File: config.mk
export PLATFORM = sky130hd
export DESIGN_NAME = fgc_regs
export DESIGN_NICKNAME = d
export VERILOG_FILES = /design/src/fgc_pkg.sv /design/src/fgc_line_gen.sv /design/src/fgc_regs.sv
export VERILOG_INCLUDE_DIRS = /design/src
export SDC_FILE = /design/constraint.sdc
export NUM_CORES = 1
export LEC_CHECK = 0
export BUFFER_PORTS_ARGS = -buffer_cell sky130_fd_sc_hd__buf_2
export CAP_MARGIN = 40
export CORE_ASPECT_RATIO = 2
export CORE_UTILIZATION = 45
export CTS_CLUSTER_SIZE = 12
export DETAILED_ROUTE_END_ITERATION = 10
export GPL_ROUTABILITY_DRIVEN = 1
export PLACE_DENSITY = 0.61
export SLEW_MARGIN = 25
export SYNTH_ARGS = -nofsm -noshare
export SYNTH_HDL_FRONTEND = slang
export SYNTH_SLANG_ARGS = --single-unit
export TNS_END_PERCENT = 5
File: constraint.sdc
create_clock -name ref_clk -period 10 [get_ports ref_clk]
set_clock_uncertainty 0.05 [all_clocks]
set_input_delay 0.5 -clock ref_clk [delete_from_list [all_inputs] [get_ports ref_clk]]
set_output_delay 0.5 -clock ref_clk [all_outputs]
set_load 0.05 [all_outputs]
File: src/fgc_cfg.svh
`ifndef FGC_CFG_SVH
`define FGC_CFG_SVH

// ---------------------------------------------------------------
// Register byte offsets
// ---------------------------------------------------------------
`define FGC_OFF_ENC_LIMIT_DIV   8'h00
`define FGC_OFF_TIMING_GEN      8'h04
`define FGC_OFF_VWIN_POL        8'h08
`define FGC_OFF_LINE_DIVISOR    8'h0c
`define FGC_OFF_VIDEO_DIAG      8'h10
`define FGC_OFF_COLOUR_DEC      8'h14

// ---------------------------------------------------------------
// Field positions
// ---------------------------------------------------------------
`define FGC_DIV_FREE_BIT        28
`define FGC_DIV_REFSEL_LSB      29
`define FGC_DIV_REFSEL_MSB      31
`define FGC_GEN_PERIOD_MSB      27
`define FGC_GEN_SINGLE_BIT      30
`define FGC_GEN_TRIGSRC_BIT     31
`define FGC_ALC_MSB             16
`define FGC_FWREV_LSB           17
`define FGC_FWREV_MSB           29
`define FGC_GEN_POL_BIT         30
`define FGC_GEN_PRESCALE_BIT    31
`define FGC_REMAIN_MSB          16
`define FGC_DIVF_LSB            17
`define FGC_DIVF_MSB            19
`define FGC_DIAG_SHF_LSB        8
`define FGC_DIAG_MEM_LSB        16
`define FGC_MASK_LSB            24
`define FGC_MASK_MSB            25
`define FGC_SHSEL_BIT           26
`define FGC_SHAMT_LSB           27
`define FGC_SHAMT_MSB           30
`define FGC_SHLEFT_BIT          31
`define FGC_GAIN_G_LSB          8
`define FGC_GAIN_B_LSB          16
`define FGC_DOUT_LSB            24
`define FGC_DOUT_MSB            26
`define FGC_DEPTH_LSB           28
`define FGC_DEPTH_MSB           29
`define FGC_PHASE_LSB           30
`define FGC_PHASE_MSB           31

// ---------------------------------------------------------------
// Reset values and constants
// ---------------------------------------------------------------
`define FGC_RST_WORD            32'h0000_0000
`define FGC_RST_GAIN            8'h40
`define FGC_PRESCALE_DIV        128
`define FGC_GAIN_SHIFT          6
`define FGC_PIX_MAX             8'hff

`endif

File: src/fgc_pkg.sv
package fgc_pkg;

  typedef enum logic [1:0] {FGC_MASK_ALL, FGC_MASK_RED, FGC_MASK_GREEN,
                            FGC_MASK_BLUE} fgc_mask_t;

  typedef enum logic [2:0] {FGC_OUT_RGB, FGC_OUT_RAW, FGC_OUT_INTENS, FGC_OUT_RED,
                            FGC_OUT_GREEN, FGC_OUT_BLUE, FGC_OUT_RSV6,
                            FGC_OUT_RSV7} fgc_dec_out_t;

  typedef enum logic [1:0] {FGC_DEPTH_8, FGC_DEPTH_12, FGC_DEPTH_10,
                            FGC_DEPTH_RSV} fgc_depth_t;

  typedef enum logic [1:0] {FGC_PH_BG, FGC_PH_GB, FGC_PH_RG, FGC_PH_GR} fgc_phase_t;

  typedef struct packed {
    logic [7:0] red;
    logic [7:0] green;
    logic [7:0] blue;
  } fgc_rgb_t;

  typedef struct packed {
    logic        cyc;
    logic        stb;
    logic        we;
    logic [7:0]  adr;
    logic [3:0]  sel;
    logic [31:0] dat;
  } fgc_wb_req_t;

  typedef struct packed {
    fgc_depth_t pixel_depth;
    fgc_phase_t start_phase;
  } fgc_bayer_cfg_t;

endpackage

File: src/fgc_line_gen.sv
`timescale 1ns/10ps
`default_nettype none
`include "fgc_cfg.svh"

module fgc_line_gen
  import fgc_pkg::*;
#(
  parameter int PERIOD_W = 28
)
(
  input  wire logic                ref_clk,
  input  wire logic                rst,
  input  wire logic                gen_tick,
  input  wire logic                start_pulse,
  input  wire logic [PERIOD_W-1:0] period,
  input  wire logic                single_shot,
  input  wire logic                prescale,
  input  wire logic                invert,
  output var  logic                gen_out
);

  if (PERIOD_W < 2 || PERIOD_W > 31)
  begin : g_bad_width
    $error("fgc_line_gen: PERIOD_W out of range");
  end

  localparam logic [6:0] PRE_LAST = 7'(`FGC_PRESCALE_DIV - 1);

  logic [6:0]          pre_cnt_reg;
  logic [PERIOD_W-1:0] cnt_reg;
  logic                run_reg;
  logic                unit_tick;
  logic                last_unit;
  logic                active;

  // ---------------------------------------------------------------
  // Prescaler
  // ---------------------------------------------------------------
  always_ff @(posedge ref_clk)
  begin
    if (rst)
      pre_cnt_reg <= '0;
    else if (gen_tick)
      pre_cnt_reg <= pre_cnt_reg + 7'd1;
  end

  assign unit_tick = gen_tick && (!prescale || pre_cnt_reg == PRE_LAST);
  assign last_unit = unit_tick && (cnt_reg == period - 1'b1);

  // ---------------------------------------------------------------
  // Period counter
  // ---------------------------------------------------------------
  always_ff @(posedge ref_clk)
  begin
    if (rst)
      run_reg <= 1'b0;
    else if (period == '0)
      run_reg <= 1'b0;
    else if (!single_shot)
      run_reg <= 1'b1;
    else if (!run_reg && start_pulse)
      run_reg <= 1'b1;
    else if (last_unit)
      run_reg <= 1'b0;
  end

  always_ff @(posedge ref_clk)
  begin
    if (rst || !run_reg)
      cnt_reg <= '0;
    else if (last_unit)
      cnt_reg <= '0;
    else if (unit_tick)
      cnt_reg <= cnt_reg + 1'b1;
  end

  // High for the first half of each period; a period of one stays low
  assign active = run_reg && (cnt_reg < (period >> 1));

  always_ff @(posedge ref_clk)
  begin
    if (rst)
      gen_out <= 1'b0;
    else
      gen_out <= active ^ invert;
  end

  count_wrap_a : assert property (@(posedge ref_clk) disable iff (rst)
    run_reg && last_unit && !single_shot |=> cnt_reg == '0)
    else $error("period counter did not wrap");

  single_stop_a : assert property (@(posedge ref_clk) disable iff (rst)
    single_shot && run_reg && last_unit && period != '0 |=> !run_reg)
    else $error("single shot did not stop");

  polarity_a : assert property (@(posedge ref_clk) disable iff (rst)
    !run_reg && !$changed(invert) |=> gen_out == $past(invert))
    else $error("idle level ignores polarity");

  prescale_a : assert property (@(posedge ref_clk) disable iff (rst)
    prescale && gen_tick && pre_cnt_reg != PRE_LAST |-> !unit_tick)
    else $error("prescaler let a tick through");

endmodule

`default_nettype wire

File: src/fgc_regs.sv
// Summary of operation
// - Free-run bit 0 locks divider, 1 frees it
// - 28-bit period counts timing generator clocks
// - Single-shot bit: one period per trigger
// - Trigger source: trigger input or encoder
// - Polarity bit 1 makes output active low
// - Prescale bit divides generator clock by 128
// - Active line count sets vertical window
// - Lines remaining shows lines left in frame
// - 3-bit factor N drives encoder divider
// - Three read-only live diagnostic bytes
// - Colour mask passes all or one channel
// - Shift select picks acquisition or display code
// - 4-bit display shift amount
// - Direction bit: 0 right, 1 left
// - Gain multiply, divide by 64, saturate
// - Decoder output select, two codes reserved
// - Decoder control fields are soft
// - Pixel depth select 8, 12, 10 bits
// - Start phase selects first colour pair
`timescale 1ns/10ps
`default_nettype none
`include "fgc_cfg.svh"

module fgc_regs
  import fgc_pkg::*;
#(
  parameter int          PERIOD_W   = 28,
  parameter int          LINES_W    = 17,
  parameter int          ENC_W      = 24,
  parameter logic [12:0] FW_REVISION = 13'h0000 // Arbitrary value
)
(
  input  wire logic           ref_clk,
  input  wire logic           rst,
  input  wire fgc_wb_req_t    wb_req,
  output var  logic [31:0]    wb_dat_o,
  output var  logic           wb_ack_o,
  input  wire logic           gen_tick,
  input  wire logic           trig_pulse,
  input  wire logic           enc_pulse,
  output var  logic           gen_out,
  output var  logic           div_out,
  input  wire logic           frame_start,
  input  wire logic           line_valid,
  input  wire logic [7:0]     diag_input_tap_byte,
  input  wire logic [7:0]     diag_memory_write_byte,
  input  wire logic [15:0]    shift_in,
  input  wire logic [3:0]     acq_shift_code,
  output var  logic [15:0]    shift_out,
  input  wire logic           pix_valid,
  input  wire fgc_rgb_t       pix_in,
  input  wire logic [7:0]     pix_raw,
  output var  logic           pix_valid_out,
  output var  fgc_rgb_t       pix_out,
  output var  fgc_bayer_cfg_t bayer_cfg
);

  if (PERIOD_W != `FGC_GEN_PERIOD_MSB + 1 || LINES_W != `FGC_ALC_MSB + 1 ||
      ENC_W < 4 || ENC_W > 30)
  begin : g_bad_param
    $error("fgc_regs: unsupported parameter value");
  end

  // ---------------------------------------------------------------
  // Bus slave
  // ---------------------------------------------------------------
  logic        req;
  logic        wr_fire;
  logic [31:0] wmask;
  logic [31:0] rd_next;

  assign req     = wb_req.cyc && wb_req.stb && !wb_ack_o;
  assign wr_fire = req && wb_req.we;

  for (genvar i = 0; i < 4; i++)
  begin : g_lane
    assign wmask[8*i +: 8] = {8{wb_req.sel[i]}};
  end

  function automatic logic [31:0] merge(input logic [31:0] old_v,
                                        input logic [31:0] new_v,
                                        input logic [31:0] m);
    merge = (old_v & ~m) | (new_v & m);
  endfunction

  always_ff @(posedge ref_clk)
  begin
    if (rst)
      wb_ack_o <= 1'b0;
    else
      wb_ack_o <= req;
  end

  always_ff @(posedge ref_clk)
  begin
    if (rst)
      wb_dat_o <= `FGC_RST_WORD;
    else if (req && !wb_req.we)
      wb_dat_o <= rd_next;
  end

  // ---------------------------------------------------------------
  // Writable registers
  // ---------------------------------------------------------------
  logic [31:0] enc_ctrl_reg;
  logic [31:0] gen_ctrl_reg;
  logic [31:0] vwin_reg;
  logic [31:0] diag_ctrl_reg;
  logic [31:0] dec_ctrl_reg;
  logic [2:0]  divf_reg;
  logic [31:0] w;

  assign w = wb_req.dat;

  // Merge at bit 0 with the byte mask shifted down alongside the data, so byte lanes still apply after the shift down
  logic [31:0] divf_merged;

  assign divf_merged = merge({29'd0, divf_reg}, w >> `FGC_DIVF_LSB, wmask >> `FGC_DIVF_LSB);

  always_ff @(posedge ref_clk)
  begin
    if (rst)
    begin
      enc_ctrl_reg  <= `FGC_RST_WORD;
      gen_ctrl_reg  <= `FGC_RST_WORD;
      vwin_reg      <= `FGC_RST_WORD;
      diag_ctrl_reg <= `FGC_RST_WORD;
      dec_ctrl_reg  <= {8'(`FGC_RST_WORD >> `FGC_DOUT_LSB), `FGC_RST_GAIN, `FGC_RST_GAIN,
                        `FGC_RST_GAIN};
      divf_reg      <= '0;
    end
    else if (wr_fire)
    begin
      unique case (wb_req.adr)
        `FGC_OFF_ENC_LIMIT_DIV:
          enc_ctrl_reg <= merge(enc_ctrl_reg, w, wmask);
        `FGC_OFF_TIMING_GEN:
          gen_ctrl_reg <= merge(gen_ctrl_reg, w, wmask);
        `FGC_OFF_VWIN_POL:
          vwin_reg <= merge(vwin_reg, w, wmask);
        `FGC_OFF_LINE_DIVISOR:
          divf_reg <= divf_merged[`FGC_DIVF_MSB-`FGC_DIVF_LSB:0];
        `FGC_OFF_VIDEO_DIAG:
          diag_ctrl_reg <= merge(diag_ctrl_reg, w, wmask);
        `FGC_OFF_COLOUR_DEC:
          dec_ctrl_reg <= merge(dec_ctrl_reg, w, wmask);
        default:
        begin
        end
      endcase
    end
  end

  // Field views
  logic                divider_free_run;
  logic [2:0]          divider_ref_clock_select;
  logic [PERIOD_W-1:0] generator_period;
  logic                generator_single_shot;
  logic                generator_trigger_source;
  logic [LINES_W-1:0]  active_line_count;
  logic                generator_output_polarity;
  logic                generator_clock_prescale;
  fgc_mask_t           colour_mask;
  logic                shift_display_select;
  logic [3:0]          display_shift;
  logic                display_shift_left;
  logic [7:0]          gain_red;
  logic [7:0]          gain_green;
  logic [7:0]          gain_blue;
  fgc_dec_out_t        decoder_out_select;

  assign divider_free_run          = enc_ctrl_reg[`FGC_DIV_FREE_BIT];
  // Only the zero code is meaningful; the field is stored for read-back
  assign divider_ref_clock_select  = enc_ctrl_reg[`FGC_DIV_REFSEL_MSB:`FGC_DIV_REFSEL_LSB];
  assign generator_period          = gen_ctrl_reg[`FGC_GEN_PERIOD_MSB:0];
  assign generator_single_shot     = gen_ctrl_reg[`FGC_GEN_SINGLE_BIT];
  assign generator_trigger_source  = gen_ctrl_reg[`FGC_GEN_TRIGSRC_BIT];
  assign active_line_count         = vwin_reg[`FGC_ALC_MSB:0];
  assign generator_output_polarity = vwin_reg[`FGC_GEN_POL_BIT];
  assign generator_clock_prescale  = vwin_reg[`FGC_GEN_PRESCALE_BIT];
  assign colour_mask               = fgc_mask_t'(diag_ctrl_reg[`FGC_MASK_MSB:`FGC_MASK_LSB]);
  assign shift_display_select      = diag_ctrl_reg[`FGC_SHSEL_BIT];
  assign display_shift             = diag_ctrl_reg[`FGC_SHAMT_MSB:`FGC_SHAMT_LSB];
  assign display_shift_left        = diag_ctrl_reg[`FGC_SHLEFT_BIT];
  assign gain_red                  = dec_ctrl_reg[7:0];
  assign gain_green                = dec_ctrl_reg[`FGC_GAIN_G_LSB +: 8];
  assign gain_blue                 = dec_ctrl_reg[`FGC_GAIN_B_LSB +: 8];
  assign decoder_out_select        = fgc_dec_out_t'(dec_ctrl_reg[`FGC_DOUT_MSB:`FGC_DOUT_LSB]);

  // ---------------------------------------------------------------
  // Lines remaining
  // ---------------------------------------------------------------
  logic [LINES_W-1:0] lines_remaining_reg;
  logic [31:0]        remain_merged;

  assign remain_merged = merge({15'd0, lines_remaining_reg}, w, wmask);

  // A software write wins over a line count in the same cycle, so a
  // reload is never half-applied
  always_ff @(posedge ref_clk)
  begin
    if (rst)
      lines_remaining_reg <= '0;
    else if (wr_fire && wb_req.adr == `FGC_OFF_LINE_DIVISOR)
      lines_remaining_reg <= remain_merged[`FGC_REMAIN_MSB:0];
    else if (frame_start)
      lines_remaining_reg <= active_line_count;
    else if (line_valid && lines_remaining_reg != '0)
      lines_remaining_reg <= lines_remaining_reg - 1'b1;
  end

  lines_count_a : assert property (@(posedge ref_clk) disable iff (rst)
    line_valid && !frame_start && !wr_fire && lines_remaining_reg != '0
    |=> lines_remaining_reg == $past(lines_remaining_reg) - 1'b1)
    else $error("lines remaining did not count down");

  // ---------------------------------------------------------------
  // Timing generator
  // ---------------------------------------------------------------
  logic gen_start;

  assign gen_start = generator_trigger_source ? enc_pulse : trig_pulse;

  fgc_line_gen #(
    .PERIOD_W (PERIOD_W)
  ) u_line_gen (
    .ref_clk     (ref_clk),
    .rst         (rst),
    .gen_tick    (gen_tick),
    .start_pulse (gen_start),
    .period      (generator_period),
    .single_shot (generator_single_shot),
    .prescale    (generator_clock_prescale),
    .invert      (generator_output_polarity),
    .gen_out     (gen_out)
  );

  // ---------------------------------------------------------------
  // Encoder divider
  // ---------------------------------------------------------------
  // Locked mode restarts on the encoder; free-run replays the last
  // measured group interval and ignores encoder phase
  logic [2:0]       grp_cnt_reg;
  logic [ENC_W-1:0] meas_reg;
  logic [ENC_W-1:0] interval_reg;
  logic [ENC_W-1:0] free_cnt_reg;
  logic             grp_end;
  logic             free_end;

  assign grp_end  = enc_pulse && grp_cnt_reg == divf_reg;
  assign free_end = free_cnt_reg >= interval_reg && interval_reg != '0;

  always_ff @(posedge ref_clk)
  begin
    if (rst)
      grp_cnt_reg <= '0;
    else if (grp_end)
      grp_cnt_reg <= '0;
    else if (enc_pulse)
      grp_cnt_reg <= grp_cnt_reg + 3'd1;
  end

  always_ff @(posedge ref_clk)
  begin
    if (rst)
    begin
      meas_reg     <= '0;
      interval_reg <= '0;
    end
    else if (grp_end)
    begin
      meas_reg     <= '0;
      interval_reg <= meas_reg;
    end
    else if (meas_reg != '1)
      meas_reg <= meas_reg + 1'b1;
  end

  always_ff @(posedge ref_clk)
  begin
    if (rst || !divider_free_run || free_end)
      free_cnt_reg <= '0;
    else
      free_cnt_reg <= free_cnt_reg + 1'b1;
  end

  always_ff @(posedge ref_clk)
  begin
    if (rst)
      div_out <= 1'b0;
    else
      div_out <= divider_free_run ? free_end : grp_end;
  end

  div_locked_a : assert property (@(posedge ref_clk) disable iff (rst)
    !divider_free_run && !$past(divider_free_run) |=> div_out == $past(grp_end))
    else $error("locked divider lost input phase");

  // ---------------------------------------------------------------
  // Barrel shifter and diagnostics
  // ---------------------------------------------------------------
  logic [15:0] shift_next;
  logic [7:0]  diag_tap_reg;
  logic [7:0]  diag_mem_reg;

  always_comb
  begin
    if (!shift_display_select)
      shift_next = shift_in >> acq_shift_code;
    else if (display_shift_left)
      shift_next = shift_in << display_shift;
    else
      shift_next = shift_in >> display_shift;
  end

  always_ff @(posedge ref_clk)
  begin
    if (rst)
    begin
      shift_out    <= '0;
      diag_tap_reg <= '0;
      diag_mem_reg <= '0;
    end
    else
    begin
      shift_out    <= shift_next;
      diag_tap_reg <= diag_input_tap_byte;
      diag_mem_reg <= diag_memory_write_byte;
    end
  end

  shift_sel_a : assert property (@(posedge ref_clk) disable iff (rst)
    !shift_display_select |=> shift_out == $past(shift_in) >> $past(acq_shift_code))
    else $error("acquisition shift code not applied");

  // ---------------------------------------------------------------
  // Colour path: gain, select, mask
  // ---------------------------------------------------------------
  function automatic logic [7:0] apply_gain(input logic [7:0] pix, input logic [7:0] g);
    logic [15:0] prod;
    prod = (16'(pix) * 16'(g)) >> `FGC_GAIN_SHIFT;
    apply_gain = (prod > 16'(`FGC_PIX_MAX)) ? `FGC_PIX_MAX : prod[7:0];
  endfunction

  fgc_rgb_t   gained;
  fgc_rgb_t   sel_pix;
  fgc_rgb_t   mask_pix;
  logic [9:0] intens;

  assign gained.red   = apply_gain(pix_in.red, gain_red);
  assign gained.green = apply_gain(pix_in.green, gain_green);
  assign gained.blue  = apply_gain(pix_in.blue, gain_blue);
  assign intens       = 10'(gained.red) + 10'(gained.blue) + {1'b0, gained.green, 1'b0};

  always_comb
  begin
    case (decoder_out_select)
      FGC_OUT_RAW:    sel_pix = {3{pix_raw}};
      FGC_OUT_INTENS: sel_pix = {3{intens[9:2]}};
      FGC_OUT_RED:    sel_pix = {3{gained.red}};
      FGC_OUT_GREEN:  sel_pix = {3{gained.green}};
      FGC_OUT_BLUE:   sel_pix = {3{gained.blue}};
      default:        sel_pix = gained;
    endcase
    mask_pix = sel_pix;
    unique case (colour_mask)
      FGC_MASK_ALL:   mask_pix = sel_pix;
      FGC_MASK_RED:   mask_pix = '{red: sel_pix.red, green: 8'h00, blue: 8'h00};
      FGC_MASK_GREEN: mask_pix = '{red: 8'h00, green: sel_pix.green, blue: 8'h00};
      FGC_MASK_BLUE:  mask_pix = '{red: 8'h00, green: 8'h00, blue: sel_pix.blue};
    endcase
  end

  always_ff @(posedge ref_clk)
  begin
    if (rst)
    begin
      pix_out       <= '0;
      pix_valid_out <= 1'b0;
    end
    else
    begin
      pix_out       <= mask_pix;
      pix_valid_out <= pix_valid;
    end
  end

  always_ff @(posedge ref_clk)
  begin
    if (rst)
      bayer_cfg <= '0;
    else
      bayer_cfg <= '{pixel_depth: fgc_depth_t'(dec_ctrl_reg[`FGC_DEPTH_MSB:`FGC_DEPTH_LSB]),
                     start_phase: fgc_phase_t'(dec_ctrl_reg[`FGC_PHASE_MSB:`FGC_PHASE_LSB])};
  end

  mask_red_a : assert property (@(posedge ref_clk) disable iff (rst)
    colour_mask == FGC_MASK_RED |=> pix_out.green == 8'h00 && pix_out.blue == 8'h00)
    else $error("red mask leaked other channels");

  gain_sat_a : assert property (@(posedge ref_clk) disable iff (rst)
    decoder_out_select == FGC_OUT_RGB && colour_mask == FGC_MASK_ALL &&
    (16'(pix_in.red) * 16'(gain_red)) >> `FGC_GAIN_SHIFT > 16'(`FGC_PIX_MAX)
    |=> pix_out.red == `FGC_PIX_MAX)
    else $error("gain did not saturate");

  // ---------------------------------------------------------------
  // Read mux
  // ---------------------------------------------------------------
  always_comb
  begin
    rd_next = '0;
    unique case (wb_req.adr)
      `FGC_OFF_ENC_LIMIT_DIV:
        rd_next = enc_ctrl_reg;
      `FGC_OFF_TIMING_GEN:
        rd_next = gen_ctrl_reg & ~(32'h3 << (`FGC_GEN_PERIOD_MSB + 1));
      `FGC_OFF_VWIN_POL:
        rd_next = {vwin_reg[31:30], FW_REVISION, vwin_reg[`FGC_ALC_MSB:0]};
      `FGC_OFF_LINE_DIVISOR:
        rd_next = {12'd0, divf_reg, lines_remaining_reg};
      `FGC_OFF_VIDEO_DIAG:
        rd_next = {diag_ctrl_reg[31:24], diag_mem_reg, shift_out[7:0], diag_tap_reg};
      `FGC_OFF_COLOUR_DEC:
        rd_next = {dec_ctrl_reg[31:28], 1'b0, dec_ctrl_reg[26:0]};
      default:
        rd_next = '0;
    endcase
  end

  bus_ack_a : assert property (@(posedge ref_clk) disable iff (rst)
    wb_req.cyc && wb_req.stb && !wb_ack_o |=> wb_ack_o ##1 !wb_ack_o)
    else $error("bus ack not a single cycle");

  reserved_rd_a : assert property (@(posedge ref_clk) disable iff (rst)
    req && !wb_req.we && wb_req.adr == `FGC_OFF_LINE_DIVISOR |=> wb_dat_o[31:20] == 12'd0)
    else $error("reserved bits read non-zero");

endmodule

`default_nettype wire

==> results by group <==
Detailed routing
  – Overall routed net length: 81900 um
  – Pre-Repair DR Iteration Count: 10
  – Detail Route Antenna Nets: 0
  – Routed vias/inst: 5.77
  – Via Count: 22600
  – Initial DRC Count: 1414
  – Avg WL per Cell: 20.9 um
  – Residual DRC count: 0

Pwr
  – Max IR drop VDD: 0.123 mV
  – Power Total: 3220 uW
  – Pwr per Cell Area: 116 nW/um2
  – Leakage: 0.0118 uW

Worst setup path
  – Worst EP arrival: 8.74 ns
  – Crit-path slowest cell: dfxtp_1
  – Critical path's top delay family: adder cells
  – Worst path depth: 31
  – Max FO, Critical Path: 10
  – Slowest stage delay, CP: 0.56 ns
  – Critical Path RT: 10.38 ns
  – Buffers & Inverters on Critical Path: 5
  – Most common cell on crit path: fa_1
  – Cell count of the worst reg-to-reg path: 31
  – CP endpoint kind: flip-flop
  – Worst setup SP type: flip-flop
  – Critical path class: reg2reg

Clock network
  – Num Clock Sinks: 347
  – Clk_lat worst skew: 0.57 ns
  – Worst-path clk slew: 0.06 ns
  – H-tree lvl count: 2
  – Post-CTS Setup Inserts: 0
  – Cts bufs inserted: 37
  – CTS root buf: clkbuf_16
  – Hold-fix buffers, CTS: 0
  – TritonCTS clock tree: done
  – CTS max path bufs: 3
  – Post-CTS resize count: 0

Place
  – Post-placement setup slack: 1.69 ns
  – GPL Wtd Cong: 1.01
  – Dpl hpwl: 64700 um
  – Placed insts: 3865
  – Port bufs: 202
  – Placed Instance Area: 26700 um2

Yosys
  – Post-synth top area share: 27.8%
  – Yosys warning total: 0
  – Top_reg_cell synth: dfxtp_1
  – Post-Synthesis Cells: 3037
  – Number of synthesized flops with an enable pin: 0
  – Yosys reg bits: 347
  – Syn avg cell area: 8.23 um2
  – Netlist cell types: 82
  – Sequential area share after synthesis: 27.8%
  – Synthesized area: 25000 um2
  – Largest cells by area after synthesis: dfxtp_1 28%, fa_1 9.1%, ha_1 8.2%, mux2i_1 7.4%, nor2_1 6.1%
  – Post-synth ARST share: 0%
  – Synthesized Nets: 3437
  – Cell accounting for the most synthesized area: dfxtp_1

Job
  – Maxcap violations: 0

STA
  – Slew Viols, Final: 0
  – RSZ-0062 raised after global routing: false
  – Final setup margin: 1.64 ns
  – Fin crit share: 83.6%
  – Slew margin rel.: 44.1%
  – FMAX: 0.120 GHz
  – Min Tclk post-route: 8.36 ns
  – Setup TNS: 0 ns
  – Final hold viol count: 0
  – Final setup fails: 0
  – Slew @ Worst Pin: 0.839 ns

Global route
  – Largest net degree at the start of global routing: 90
  – Initial antenna violation count: 10
  – Met3 Usage GRT: 3.61%
  – GR Util met2: 55.4%
  – First-pass GRT wire length: 126000 um
  – Met1 Track Usage GR: 28.5%
  – Tot GR Track Use: 28.8%
  – Total congestion overflow: 0
  – Gr busiest metal: met2
  – Vias in the first global route: 22700

Final layout
  – Area delta synth->final: 11.6%
  – Commonest non-fill, non-tap cell in the layout: nor2_1
  – Share of layout cells above drive strength 1: 10.4%
  – Post-route cell area: 27900 um2
  – Most frequent cells in the layout: 407 x nor2_1, 347 x dfxtp_1, 232 x nand2_1, 225 x inv_1, 222 x a21oi_1
  – Final Non-Filler Cells: 3921
  – NumNets Final: 3569

Die
  – Die X: 169 um
  – CORE AREA: 54700 um2
  – I/O pins: 203
  – # rows: 121
  – Die H: 335 um
  – Initial Util: 45.7%
  – Die area: 56500 um2

Hold path
  – Hold Path Stages: 2
  – Hold Path Class: in2reg

Run status
  – Status: finished, final reports clean
[stage by stage]
stage	hold WS [ns]	utilization, %
floorplan	0.387	-
global placement	0.412	48.6
detailed placement	0.419	48.9
CTS	0.0648	50.9
global route	0.0829	51.0
finish	0.0915	51.0
[synth_stat cells, types with 69 or more instances]
cell	instances
mux2i_1	184
fa_1	113
xnor2_1	69
nand3_1	72
o21ai_0	101
clkbuf_1	140
and2_1	144
nor2_1	409
nand2_1	232
ha_1	164
dfxtp_1	347
xor2_1	80
inv_1	225
a21oi_1	222
[cells by family after synthesis]
kind of cell,synth area share (%)
compound gates,15.0
buf+inv,5.73
xor+xnor,5.22
simple gates,20.8
mux,8.09
flops,27.8
fa+ha+maj,17.3
[area by class of cell]
cell class,count,area (um2)
Fill cell,5299,26800
Multi-Input combinational cell,2313,16700
Sequential cell,347,6950
Timing Repair Buffer,243,1390
Clock buffer,43,978
Tap cell,738,923
Inverter,227,852
Clock inverter,9,155
Antenna cell,1,2.50
[final timing paths]
path	slack, ns	from	end
setup / recovery	1.64	flip-flop	pix_out[5]
setup reg to reg	1.64	flip-flop	pix_out[5]
hold / removal	0.09	diag_memory_write_byte[3]	diag_mem_reg[3]
hold reg to reg	0.43	flip-flop	flip-flop
[power breakdown]
group          switching (uW)  internal (uW)
clock network             596            753
registers                24.4           1410
logic                     290            154
total                     910           2310
[layer usage]
metal	share of wire (%)	wire, um
met5	0.11	90
met4	7.1	5790
met3	4.1	3360
met2	53	43500
met1	36	29100
(Power assumes the default switching activity.)
